[src/rtl/range_guard_defs.vh]
/*
 Constants for the management memory range guard: register offsets,
 field positions, decode codes, segment sizes and fixed windows.
 Assumes inclusion by bare name from the guard module.
*/
`ifndef RANGE_GUARD_DEFS_VH
`define RANGE_GUARD_DEFS_VH

// Register byte offsets
`define OFF_RANGE_CTRL 12'h000
`define OFF_ROW_POP0 12'h004
`define OFF_ROW_POP1 12'h008
`define OFF_IRQ_STATUS 12'h00c
`define OFF_IRQ_ENABLE 12'h010
`define OFF_IRQ_CLEAR 12'h014
`define OFF_TOP_OF_MEM 12'h018

// Range control fields
`define VIOL_BIT 0
`define LOCK_BIT 1
`define LOW_LSB 2
`define LOW_MSB 3
`define UP_LSB 4
`define UP_MSB 5
`define GMS_LSB 6
`define GMS_MSB 7

// Two-bit select codes
`define SEL_00 2'b00
`define SEL_01 2'b01
`define SEL_10 2'b10
`define SEL_11 2'b11

// Segment sizes and fixed windows
`define TOP_SIZE_512K 32'h0008_0000
`define TOP_SIZE_1M 32'h0010_0000
`define HIGH_BASE 32'hfeea_0000
`define HIGH_LAST 32'hfeeb_ffff
`define AB_BASE 32'h000a_0000
`define AB_LAST 32'h000b_ffff
`define TOM_RESET 32'h0800_0000

// Routing codes
`define ROUTE_MEM 2'b00
`define ROUTE_GFX 2'b01
`define ROUTE_HUB 2'b10

// AXI responses
`define RESP_OKAY 2'b00
`define RESP_SLVERR 2'b10

`endif

[src/rtl/smm_memory_range_guard.v]
/*
 Management memory range decode, lock and violation logic.
 Assumes a synchronous host request strobe with its attributes valid in
 the same cycle, and an AXI4-Lite master that holds valid until ready.
*/
// The placing of the registers and the AXI4-Lite register port were chosen for this implementation.
//Contract
// - Upper select 11 enables top segment at 1 MB, high segment conditional.
// - Upper 00 disables both; 01 high only; 10 top at 512 KB plus high.
// - Top segment sits below top of memory; high segment at FEEA0000 window.
// - Non-management accesses to extended segments go to the hub interface.
// - Lock makes upper select read-only.
// - High segment enabled only when lower select is 00.
// - Lower 00 blocks AB writes; 01 makes AB plain writable RAM.
// - Lower 10: only management code reads reach memory in AB.
// - Lower 11: all management operations to AB reach memory.
// - Under lock, lower bit 3 read-only; bit 2 writable only if bit 3 set.
// - Lock freezes lock bit, graphics select, upper select, lower MSB.
// - Lock set by ordinary write, cleared only by reset.
// - Lock freezes both row population registers.
// - Out-of-mode top or high segment access sets violation, not write-backs.
// - Violation sticks until software writes one to clear it.
`timescale 1ns/1ps
`include "range_guard_defs.vh"

module smm_memory_range_guard #(
    parameter ADDR_W = 12
) (
    // Clock and reset
    input wire core_clk_in,
    input wire reset_n_in,
    // AXI4-Lite write address and data
    input wire [ADDR_W-1:0] s_axi_awaddr_in,
    input wire s_axi_awvalid_in,
    output wire s_axi_awready_out,
    input wire [31:0] s_axi_wdata_in,
    input wire [3:0] s_axi_wstrb_in,
    input wire s_axi_wvalid_in,
    output wire s_axi_wready_out,
    // AXI4-Lite write response
    output reg [1:0] s_axi_bresp_out,
    output reg s_axi_bvalid_out,
    input wire s_axi_bready_in,
    // AXI4-Lite read
    input wire [ADDR_W-1:0] s_axi_araddr_in,
    input wire s_axi_arvalid_in,
    output wire s_axi_arready_out,
    output reg [31:0] s_axi_rdata_out,
    output reg [1:0] s_axi_rresp_out,
    output reg s_axi_rvalid_out,
    input wire s_axi_rready_in,
    // Host request
    input wire host_req_in,
    input wire [31:0] host_addr_in,
    input wire host_write_in,
    input wire host_mgmt_mode_in,
    input wire host_code_in,
    input wire host_writeback_in,
    // Routing answer
    output reg route_valid_out,
    output reg [1:0] route_target_out,
    output reg route_write_block_out,
    // Lock state and interrupt
    output wire space_lock_out,
    output wire irq_out
);

    reg [1:0] upper_range_select_reg;
    reg [1:0] lower_range_select_reg;
    reg [1:0] graphics_memory_select_reg;
    reg space_lock_reg;
    reg extended_range_violation_reg;
    reg irq_enable_reg;
    reg [31:0] row_population_reg;
    reg [31:0] row_population_reg_second;
    reg [31:0] top_of_mem_reg;
    reg [ADDR_W-1:0] aw_addr_reg;
    reg aw_have_reg;
    reg [31:0] w_data_reg;
    reg [3:0] w_strb_reg;
    reg w_have_reg;

    wire do_write = aw_have_reg && w_have_reg && !s_axi_bvalid_out;
    wire wr_ctrl = do_write && (aw_addr_reg == `OFF_RANGE_CTRL) && w_strb_reg[0];
    wire wr_clr = do_write && (aw_addr_reg == `OFF_IRQ_CLEAR) && w_strb_reg[0];
    wire wr_row0 = do_write && (aw_addr_reg == `OFF_ROW_POP0);
    wire wr_row1 = do_write && (aw_addr_reg == `OFF_ROW_POP1);
    wire wr_en = do_write && (aw_addr_reg == `OFF_IRQ_ENABLE) && w_strb_reg[0];
    wire wr_tom = do_write && (aw_addr_reg == `OFF_TOP_OF_MEM);
    wire wr_known = (aw_addr_reg == `OFF_RANGE_CTRL) || (aw_addr_reg == `OFF_ROW_POP0) ||
        (aw_addr_reg == `OFF_ROW_POP1) || (aw_addr_reg == `OFF_IRQ_STATUS) ||
        (aw_addr_reg == `OFF_IRQ_ENABLE) || (aw_addr_reg == `OFF_IRQ_CLEAR) ||
        (aw_addr_reg == `OFF_TOP_OF_MEM);

    assign s_axi_awready_out = !aw_have_reg;
    assign s_axi_wready_out = !w_have_reg;
    assign s_axi_arready_out = !s_axi_rvalid_out;
    assign space_lock_out = space_lock_reg;
    assign irq_out = extended_range_violation_reg && irq_enable_reg;

    // Byte-lane merge
    function [31:0] merge;
        input [31:0] old;
        input [31:0] nw;
        input [3:0] strb;
        integer i;
        begin
            merge = old;
            for (i = 0; i < 4; i = i + 1) begin
                if (strb[i]) begin
                    merge[i*8 +: 8] = nw[i*8 +: 8];
                end
            end
        end
    endfunction

    // Segment decode
    reg top_en;
    reg high_en;
    reg [31:0] top_size;
    always @* begin
        top_en = 1'b0;
        high_en = 1'b0;
        top_size = `TOP_SIZE_512K;
        case (upper_range_select_reg)
            `SEL_00: begin
                top_en = 1'b0;
                high_en = 1'b0;
            end
            `SEL_01: begin
                high_en = 1'b1;
            end
            `SEL_10: begin
                top_en = 1'b1;
                high_en = 1'b1;
                top_size = `TOP_SIZE_512K;
            end
            `SEL_11: begin
                top_en = 1'b1;
                high_en = 1'b1;
                top_size = `TOP_SIZE_1M;
            end
            default: begin
                top_en = 1'b0;
            end
        endcase
        if (lower_range_select_reg != `SEL_00) begin
            high_en = 1'b0;
        end
    end

    wire in_top = top_en && (host_addr_in >= (top_of_mem_reg - top_size)) &&
        (host_addr_in < top_of_mem_reg);
    wire in_high_win = (host_addr_in >= `HIGH_BASE) && (host_addr_in <= `HIGH_LAST);
    wire in_high = high_en && in_high_win;
    wire in_ab = (host_addr_in >= `AB_BASE) && (host_addr_in <= `AB_LAST);
    wire gfx_on = (graphics_memory_select_reg != `SEL_00);
    wire [1:0] legacy_target = gfx_on ? `ROUTE_GFX : `ROUTE_HUB;

    reg [1:0] target;
    reg block;
    always @* begin
        target = `ROUTE_MEM;
        block = 1'b0;
        if (in_top || in_high) begin
            target = host_mgmt_mode_in ? `ROUTE_MEM : `ROUTE_HUB;
        end else if (in_high_win) begin
            // closed high window never reaches memory
            target = `ROUTE_HUB;
        end else if (in_ab) begin
            case (lower_range_select_reg)
                `SEL_00: begin
                    target = legacy_target;
                    block = host_write_in;
                end
                `SEL_01: begin
                    target = `ROUTE_MEM;
                end
                `SEL_10: begin
                    target = (host_mgmt_mode_in && host_code_in && !host_write_in) ?
                        `ROUTE_MEM : legacy_target;
                end
                `SEL_11: begin
                    target = host_mgmt_mode_in ? `ROUTE_MEM : legacy_target;
                end
                default: begin
                    target = legacy_target;
                end
            endcase
        end
    end

    wire viol_event = host_req_in && (in_top || in_high) && !host_mgmt_mode_in &&
        !host_writeback_in;

    always @(posedge core_clk_in) begin
        if (!reset_n_in) begin
            route_valid_out <= 1'b0;
            route_target_out <= `ROUTE_MEM;
            route_write_block_out <= 1'b0;
        end else begin
            route_valid_out <= host_req_in;
            if (host_req_in) begin
                route_target_out <= target;
                route_write_block_out <= block;
            end
        end
    end

    // Register file and write channel
    always @(posedge core_clk_in) begin
        if (!reset_n_in) begin
            upper_range_select_reg <= `SEL_00;
            lower_range_select_reg <= `SEL_00;
            graphics_memory_select_reg <= `SEL_00;
            space_lock_reg <= 1'b0;
            extended_range_violation_reg <= 1'b0;
            irq_enable_reg <= 1'b0;
            row_population_reg <= 32'h0000_0000;
            row_population_reg_second <= 32'h0000_0000;
            top_of_mem_reg <= `TOM_RESET;
            aw_have_reg <= 1'b0;
            w_have_reg <= 1'b0;
            aw_addr_reg <= {ADDR_W{1'b0}};
            w_data_reg <= 32'h0000_0000;
            w_strb_reg <= 4'h0;
            s_axi_bvalid_out <= 1'b0;
            s_axi_bresp_out <= `RESP_OKAY;
        end else begin
            if (s_axi_awvalid_in && !aw_have_reg) begin
                aw_have_reg <= 1'b1;
                aw_addr_reg <= s_axi_awaddr_in;
            end
            if (s_axi_wvalid_in && !w_have_reg) begin
                w_have_reg <= 1'b1;
                w_data_reg <= s_axi_wdata_in;
                w_strb_reg <= s_axi_wstrb_in;
            end
            if (do_write) begin
                aw_have_reg <= 1'b0;
                w_have_reg <= 1'b0;
                s_axi_bvalid_out <= 1'b1;
                s_axi_bresp_out <= wr_known ? `RESP_OKAY : `RESP_SLVERR;
            end else if (s_axi_bvalid_out && s_axi_bready_in) begin
                s_axi_bvalid_out <= 1'b0;
            end
            if (wr_ctrl) begin
                if (!space_lock_reg) begin
                    graphics_memory_select_reg <= w_data_reg[`GMS_MSB:`GMS_LSB];
                    lower_range_select_reg[1] <= w_data_reg[`LOW_MSB];
                    lower_range_select_reg[0] <= w_data_reg[`LOW_LSB];
                    upper_range_select_reg <= w_data_reg[`UP_MSB:`UP_LSB];
                    space_lock_reg <= w_data_reg[`LOCK_BIT];
                end else if (lower_range_select_reg[1]) begin
                    // bit 2 needs bit 3 set
                    lower_range_select_reg[0] <= w_data_reg[`LOW_LSB];
                end
            end
            if (wr_row0 && !space_lock_reg) begin
                row_population_reg <= merge(row_population_reg, w_data_reg, w_strb_reg);
            end
            if (wr_row1 && !space_lock_reg) begin
                row_population_reg_second <=
                    merge(row_population_reg_second, w_data_reg, w_strb_reg);
            end
            if (wr_tom && !space_lock_reg) begin
                top_of_mem_reg <= merge(top_of_mem_reg, w_data_reg, w_strb_reg);
            end
            if (wr_en) begin
                irq_enable_reg <= w_data_reg[`VIOL_BIT];
            end
            if (viol_event) begin
                extended_range_violation_reg <= 1'b1;
            end else if ((wr_clr || wr_ctrl) && w_data_reg[`VIOL_BIT]) begin
                extended_range_violation_reg <= 1'b0;
            end
        end
    end

    // Read channel
    reg [31:0] rd_word;
    reg rd_known;
    always @* begin
        rd_word = 32'h0000_0000;
        rd_known = 1'b1;
        case (s_axi_araddr_in)
            `OFF_RANGE_CTRL: begin
                rd_word[`GMS_MSB:`GMS_LSB] = graphics_memory_select_reg;
                rd_word[`UP_MSB:`UP_LSB] = upper_range_select_reg;
                rd_word[`LOW_MSB:`LOW_LSB] = lower_range_select_reg;
                rd_word[`LOCK_BIT] = space_lock_reg;
                rd_word[`VIOL_BIT] = extended_range_violation_reg;
            end
            `OFF_ROW_POP0: rd_word = row_population_reg;
            `OFF_ROW_POP1: rd_word = row_population_reg_second;
            `OFF_IRQ_STATUS: rd_word[`VIOL_BIT] = extended_range_violation_reg;
            `OFF_IRQ_ENABLE: rd_word[`VIOL_BIT] = irq_enable_reg;
            `OFF_IRQ_CLEAR: rd_word = 32'h0000_0000;
            `OFF_TOP_OF_MEM: rd_word = top_of_mem_reg;
            default: rd_known = 1'b0;
        endcase
    end

    always @(posedge core_clk_in) begin
        if (!reset_n_in) begin
            s_axi_rvalid_out <= 1'b0;
            s_axi_rdata_out <= 32'h0000_0000;
            s_axi_rresp_out <= `RESP_OKAY;
        end else if (s_axi_arvalid_in && !s_axi_rvalid_out) begin
            s_axi_rvalid_out <= 1'b1;
            s_axi_rdata_out <= rd_word;
            s_axi_rresp_out <= rd_known ? `RESP_OKAY : `RESP_SLVERR;
        end else if (s_axi_rvalid_out && s_axi_rready_in) begin
            s_axi_rvalid_out <= 1'b0;
        end
    end

endmodule

[config.mk]
export PLATFORM = sky130hd
export DESIGN_NAME = smm_memory_range_guard
export DESIGN_NICKNAME = d
export VERILOG_FILES = /design/src/rtl/smm_memory_range_guard.v
export VERILOG_INCLUDE_DIRS = /design/src /design/src/rtl
export SDC_FILE = /design/constraint.sdc
export NUM_CORES = 1
export LEC_CHECK = 0
export BUFFER_PORTS_ARGS = -buffer_cell sky130_fd_sc_hd__buf_2
export CAP_MARGIN = 30
export CORE_MARGIN = 2
export CORE_UTILIZATION = 35
export CTS_CLUSTER_SIZE = 28
export DETAILED_ROUTE_END_ITERATION = 6
export PLACE_DENSITY_LB_ADDON = 0.2
export SLEW_MARGIN = 20
export SYNTH_ARGS = -nofsm -noshare
export SYNTH_HDL_FRONTEND = slang
export SYNTH_SLANG_ARGS = --single-unit
[constraint.sdc]
create_clock -name core_clk_in -period 9.3 [get_ports core_clk_in]
set_input_delay 0.93 -clock core_clk_in [delete_from_list [all_inputs] [get_ports core_clk_in]]
set_output_delay 0.93 -clock core_clk_in [all_outputs]
set_load 0.05 [all_outputs]
Yosys cells after proc, flatten, opt, wreduce, memory -nomap -nowiden

Cells that the tools add are included.

Logic and storage cells: 166
Output and inout bits: 47
Register bits: 197
Bits of input ports: 104

Reductions and logical operators: 75
$lt $le $gt $ge: 6
Equality and inequality tests: 19
Add/sub/neg operators: 1
Bitwise operators: 2
Multiplexer cells: 31

Operator list:

| cell                                                                               | count |
|---|---|
| 12-bit by 5-bit == test with 1-bit output, second input constant                   | 6 |
| 24-bit case mux with 3 select lines                                                | 1 |
| 12-bit by 4-bit == test with 1-bit output, second input constant                   | 4 |
| 32-bit by 20-bit >= comparator with 1-bit output, second input constant            | 1 |
| 32-bit >= comparator                                                               | 1 |
| 32-bit >= comparator, second input constant                                        | 1 |
| 32-bit by 20-bit less-or-equal comparator with 1-bit output, second input constant | 1 |
| 32-bit less-or-equal comparator, second input constant                             | 1 |
| 32-bit < comparator                                                                | 1 |
| 32-bit subtractor                                                                  | 1 |
| 1-bit logical AND                                                                  | 31 |
| 7-bit case mux with 4 select lines                                                 | 1 |
| 2-bit AND reduction                                                                | 14 |
| 12-bit by 3-bit == test with 1-bit output, second input constant                   | 2 |
| 12-bit logical NOT                                                                 | 2 |
| 21-bit 2-to-1 mux                                                                  | 1 |
| 2-bit 2-to-1 mux                                                                   | 9 |
| 1-bit 2-to-1 mux                                                                   | 16 |
| 2-bit nonzero test                                                                 | 5 |
| 2-bit == test, second input constant                                               | 4 |
| 1-bit logical NOT                                                                  | 8 |
| 1-bit logical OR                                                                   | 8 |
| 2-bit case mux with 4 select lines                                                 | 1 |
| 7-bit OR reduction                                                                 | 1 |
| 8 further kinds                                                                    | 13 |

Longest topological paths before layout

Depth in word-level cells: 11
Gate-level depth with buffers: 16
Depth with buffers taken out: 15

Least setup slack after synthesis

OpenSTA, ideal clock, no wires.

Kind: reg2reg
From: register upper_range_select_reg[1]
To: register route_target_out[1]
Stages on the path, launching flop included: 16
Clock period less this slack: 3422 ps
Buffers on the path: 1
Library setup time: 79 ps
Data required time: 9221 ps
Arrival: 3343 ps
Path slack: 5878 ps
Cells stage by stage: dfxtp_1 -> nand2_1 -> ha_1 -> fa_1 -> and3_1 -> clkbuf_1 -> a31oi_1 -> a21oi_1 -> ha_1 -> a21o_1 -> nand3_1 -> a21oi_1 -> or4b_2 -> a211o_1 -> o2111a_1 -> a211oi_2

Longest elaborated chain between the ends: 8
Elaborated cells between the ends (all ways): 17
Classes of those cells: add/sub (1); order compare (1); eq/ne (3); mux (5); reduce/logical (7)

Ends and longest elaborated chain:

| item                            | line                         | RTL |
|---|---|---|
| start, declared                 | smm_memory_range_guard.v:68  | `reg [1:0] upper_range_select_reg;` |
| start signal, assigned          | smm_memory_range_guard.v:213 | `` upper_range_select_reg <= `SEL_00; `` |
| start signal, assigned          | smm_memory_range_guard.v:252 | `` upper_range_select_reg <= w_data_reg[`UP_MSB:`UP_LSB]; `` |
| 2-bit == test                   | smm_memory_range_guard.v:125 | `case (upper_range_select_reg)` |
| 21-bit 2-to-1 mux               | smm_memory_range_guard.v:125 |  |
| 32-bit subtractor               | smm_memory_range_guard.v:152 | `wire in_top = top_en && (host_addr_in >= (top_of_mem_reg - top_size)) &&` |
| 32-bit >= comparator            | smm_memory_range_guard.v:152 |  |
| 1-bit logical AND (2 in series) | smm_memory_range_guard.v:152 |  |
| 1-bit logical OR (*)            | smm_memory_range_guard.v:165 | `if (in_top \|\| in_high) begin` |
| 2-bit 2-to-1 mux (*)            | smm_memory_range_guard.v:165 |  |
| end signal, assigned            | smm_memory_range_guard.v:199 | `` route_target_out <= `ROUTE_MEM; `` |
| end signal, assigned            | smm_memory_range_guard.v:204 | `route_target_out <= target;` |
| end, declared                   | smm_memory_range_guard.v:61  | `output reg [1:0] route_target_out,` |

Mark *: on every way between the ends. The rest lies on a longest branch, timed or not.
A chain may end at the register's enable or synchronous reset.

Worst setup path after layout

Same ends and word-level chain as after synthesis.

==> flow_summary.ini <==
[timing]
max_freq_mhz = 272
finalCritPeriodShare_pct = 39.5
skew_ps = 15.1
relSlewSlack_pct = 44.8
rsz0062_at_grt = no
tns_ps = 0
hold_viol_final = 0
drv_slew = 0
finalSetupViolations = 0
min_period_ps = 3680
tightest_slew_ps = 826

[power_and_ir_drop]
leakage_nw = 4.12
cellPowerDensity_nw_per_um2 = 156
p_seq_share_pct = 50.3
switchingPower_mw = 0.456
switching_share_pct = 26.4
pwr-share-comb_pct = 7.8
power.total_mw = 1.72
peakVddDrop_mv = 0.0927
internal_power_mw = 1.27
p_clk_share_pct = 41.9

[final_layout]
fill_cells = 2779
nets = 1404
area_delta_synth_final_pct = 16.8
antenna_cells = 0
drive_gt1_share_pct = 16.6
fin_cells = 1606
final_area_um2 = 11000
postLayoutCoreUtil_pct = 41.3

[worst_setup_path]
cp-end-kind = register
required_ps = 9670
crit_fanout = 5
max_stage_delay_ps = 640
worst-setup-path-type = reg2reg
startpoint_type = register
arrival_ps = 4040
critical-path-top-delay-family = simple AND/OR/NAND/NOR gates
crit_slowest_cell = or4b_2
cp.buffers_inverters = 0
crit_path_cell_trace = nand2_1 -> ha_1 -> fa_1 -> and3_1 -> a31oi_1 -> a21oi_1 -> ha_1 -> a21o_1 -> nand3_1 -> a21oi_1 -> or4b_2 -> a211o_1 -> o2111a_1 -> a211oi_2

[synthesis]
synth_top_family_by_area = simple AND/OR/NAND/NOR gates
synth_edf_count = 0
synth_compound_area_share_pct = 21.2
synth_top_area_share_pct = 41.3
synth_ff_type = dfxtp_1
yosys.area_share.adder_pct = 6.44
ys_types = 64
postSynthCellCount = 1137
synth_area_per_cell_um2 = 8.31
yosys.area.top_type = dfxtp_1
synthSimpleGateAreaFrac_pct = 24.5
synthMuxAreaShare_pct = 0.848
synth_area_um2 = 9440
yosysSeqAreaShare_pct = 41.3
ys_top_cells_by_area = dfxtp_1 (41%), nand2_1 (14%), a21boi_0 (9.1%), ha_1 (6.2%), a222oi_1 (3.3%)
ys_async_sr_fraction_pct = 0
yosys.area_share.xor_xnor_pct = 1.11
yosys_warnings = 0
ys_ff_latch = 195

[global_route]
gr-total-overflow = 0
antenna_found_initial = 0
grt_pass1_wl_um = 43900
grt_pass1_vias = 7866
grt_usage_pct = 19.8
grt_max_degree = 81

[cts]
path_clk_slew_ps = 80
htree_num_levels = 4
hold_buffers = 0
cts-root-buf = clkbuf_16
clock_path_buffers = 2
cts_setup_buffers = 0
cts_tree = built
worstSkewPairLatency_ps = 440
cts_buffers = 17
clock_sinks = 195
cts_resized = 0

[floorplan]
die_y_um = 168
num_rows = 60
die_x_um = 168
die_area_um2 = 28300
core_area_um2 = 26700
start_util_pct = 35.3
num_io_pins = 151

[placed_design]
gp_congestion = 0.858
numPortBuffers = 148
place_hpwl_um = 19700
placed_cells = 1574
dpl_cell_area_um2 = 10500

[drt]
antenna_left = 0
via_count = 8287
wl_per_cell_um = 17.3
drtIter0Drc = 767
avgViaCountPerCell = 5.16
drc = 0
first_pass_iters = 5
wl_um = 27700

[min_path]
hp-class = reg2reg

[job]
drv_cap = 0

[run_status]
status = finished, final reports clean
[through the flow]
stage / hold slack, ps / worst slack [ps]
final: 453 / 5620
after global routing: 469 / 5360
after CTS: 453 / 5620
after detailed placement: 443 / 5650
after global placement: 437 / 5740
after floorplan: 430 / 5880
[routing by layer]
metal | share of wire (%) | wire length [um] | GRT usage [%]
met1 | 49 | 13700 | 28.4
met2 | 45 | 12400 | 31.3
met3 | 5.3 | 1480 | 3.10
met4 | 0.87 | 242 | 4.20
met5 | 0 | 0 | 0
[synth_stat cells (4+ instances only)]
cell type,number
nand3_1,4
a21o_1,7
dfxtp_1,195
a22o_1,8
o21ai_1,26
clkbuf_1,42
inv_1,42
nor2_1,20
mux2i_1,8
nand2_1,360
buf_2,18
a21oi_1,21
nand4_1,11
and2_1,37
nor3_1,6
a222oi_1,31
nor4_1,7
ha_1,47
xnor2_1,12
a31oi_1,4
a21boi_0,114
nor2b_1,19
a21boi_1,29
o21ai_0,11
[final cells by class]
class                           count  area (um2)  share of cell area (%)
Clock inverter                     13         115                    1.04
Multi-Input combinational cell    838        5140                    46.6
Inverter                           42         158                    1.43
Sequential cell                   195        3900                    35.4
Tap cell                          341         427                    3.87
Timing Repair Buffer              158         831                    7.53
Clock buffer                       19         453                    4.11
[worst min-delay path: stages (launching register included)]
cell and delay, ps:
dfxtp_1 310, nand2_1 50, a21boi_1 40
[worst paths after layout]
| kind | start | endpoint | slack (ps) | cells past startpoint |
|---|---|---|---|---|
| min | row_population_reg[17] | row_population_reg[17] | 450 | 2 |
| max reg2reg | upper_range_select_reg[1] | route_target_out[1] | 5620 | 14 |
| max | upper_range_select_reg[1] | route_target_out[1] | 5620 | 14 |
| min reg2reg | row_population_reg[17] | row_population_reg[17] | 450 | 2 |
[power groups by stage]
| stage | logic [mW] | registers (mW) | clock network (mW) |
|---|---|---|---|
| 2_1_floorplan | 0.0761 | 0.886 | 0 |
| 3_3_place_gp | 0.134 | 0.888 | 0 |
| 3_5_place_dp | 0.135 | 0.888 | 0 |
| 4_1_cts | 0.135 | 0.868 | 0.741 |
| 5_1_grt | 0.148 | 0.871 | 0.772 |
| 6_report | 0.134 | 0.868 | 0.723 |
[kinds of logic (layout without fill, tap and decap cells)]
logic type / Yosys count / after routing
other: 1 / 2
xor gates and xnor gates: 12 / 12
adders and majority gates: 48 / 48
buffers and inverters: 105 / 232
and+or+nand+nor: 498 / 498
DFF: 195 / 195
muxes: 8 / 8
AOI/OAI and AO/OA: 270 / 270
[cells in the final DEF, fill, tap and decap left out, drive strengths merged, types with 11 or more instances in the layout]
cell type | netlist | final
a21oi | 21 | 21
buf | 21 | 158
a21boi | 143 | 143
inv | 42 | 49
clkbuf | 42 | 19
nor2 | 20 | 20
o21ai | 37 | 37
a222oi | 31 | 31
and2 | 37 | 37
nor4 | 11 | 11
xnor2 | 12 | 12
nor2b | 19 | 19
nand4 | 11 | 11
dfxtp | 195 | 195
nand2 | 360 | 360
ha | 47 | 47
Note: power is estimated with default switching activity, not from simulation.
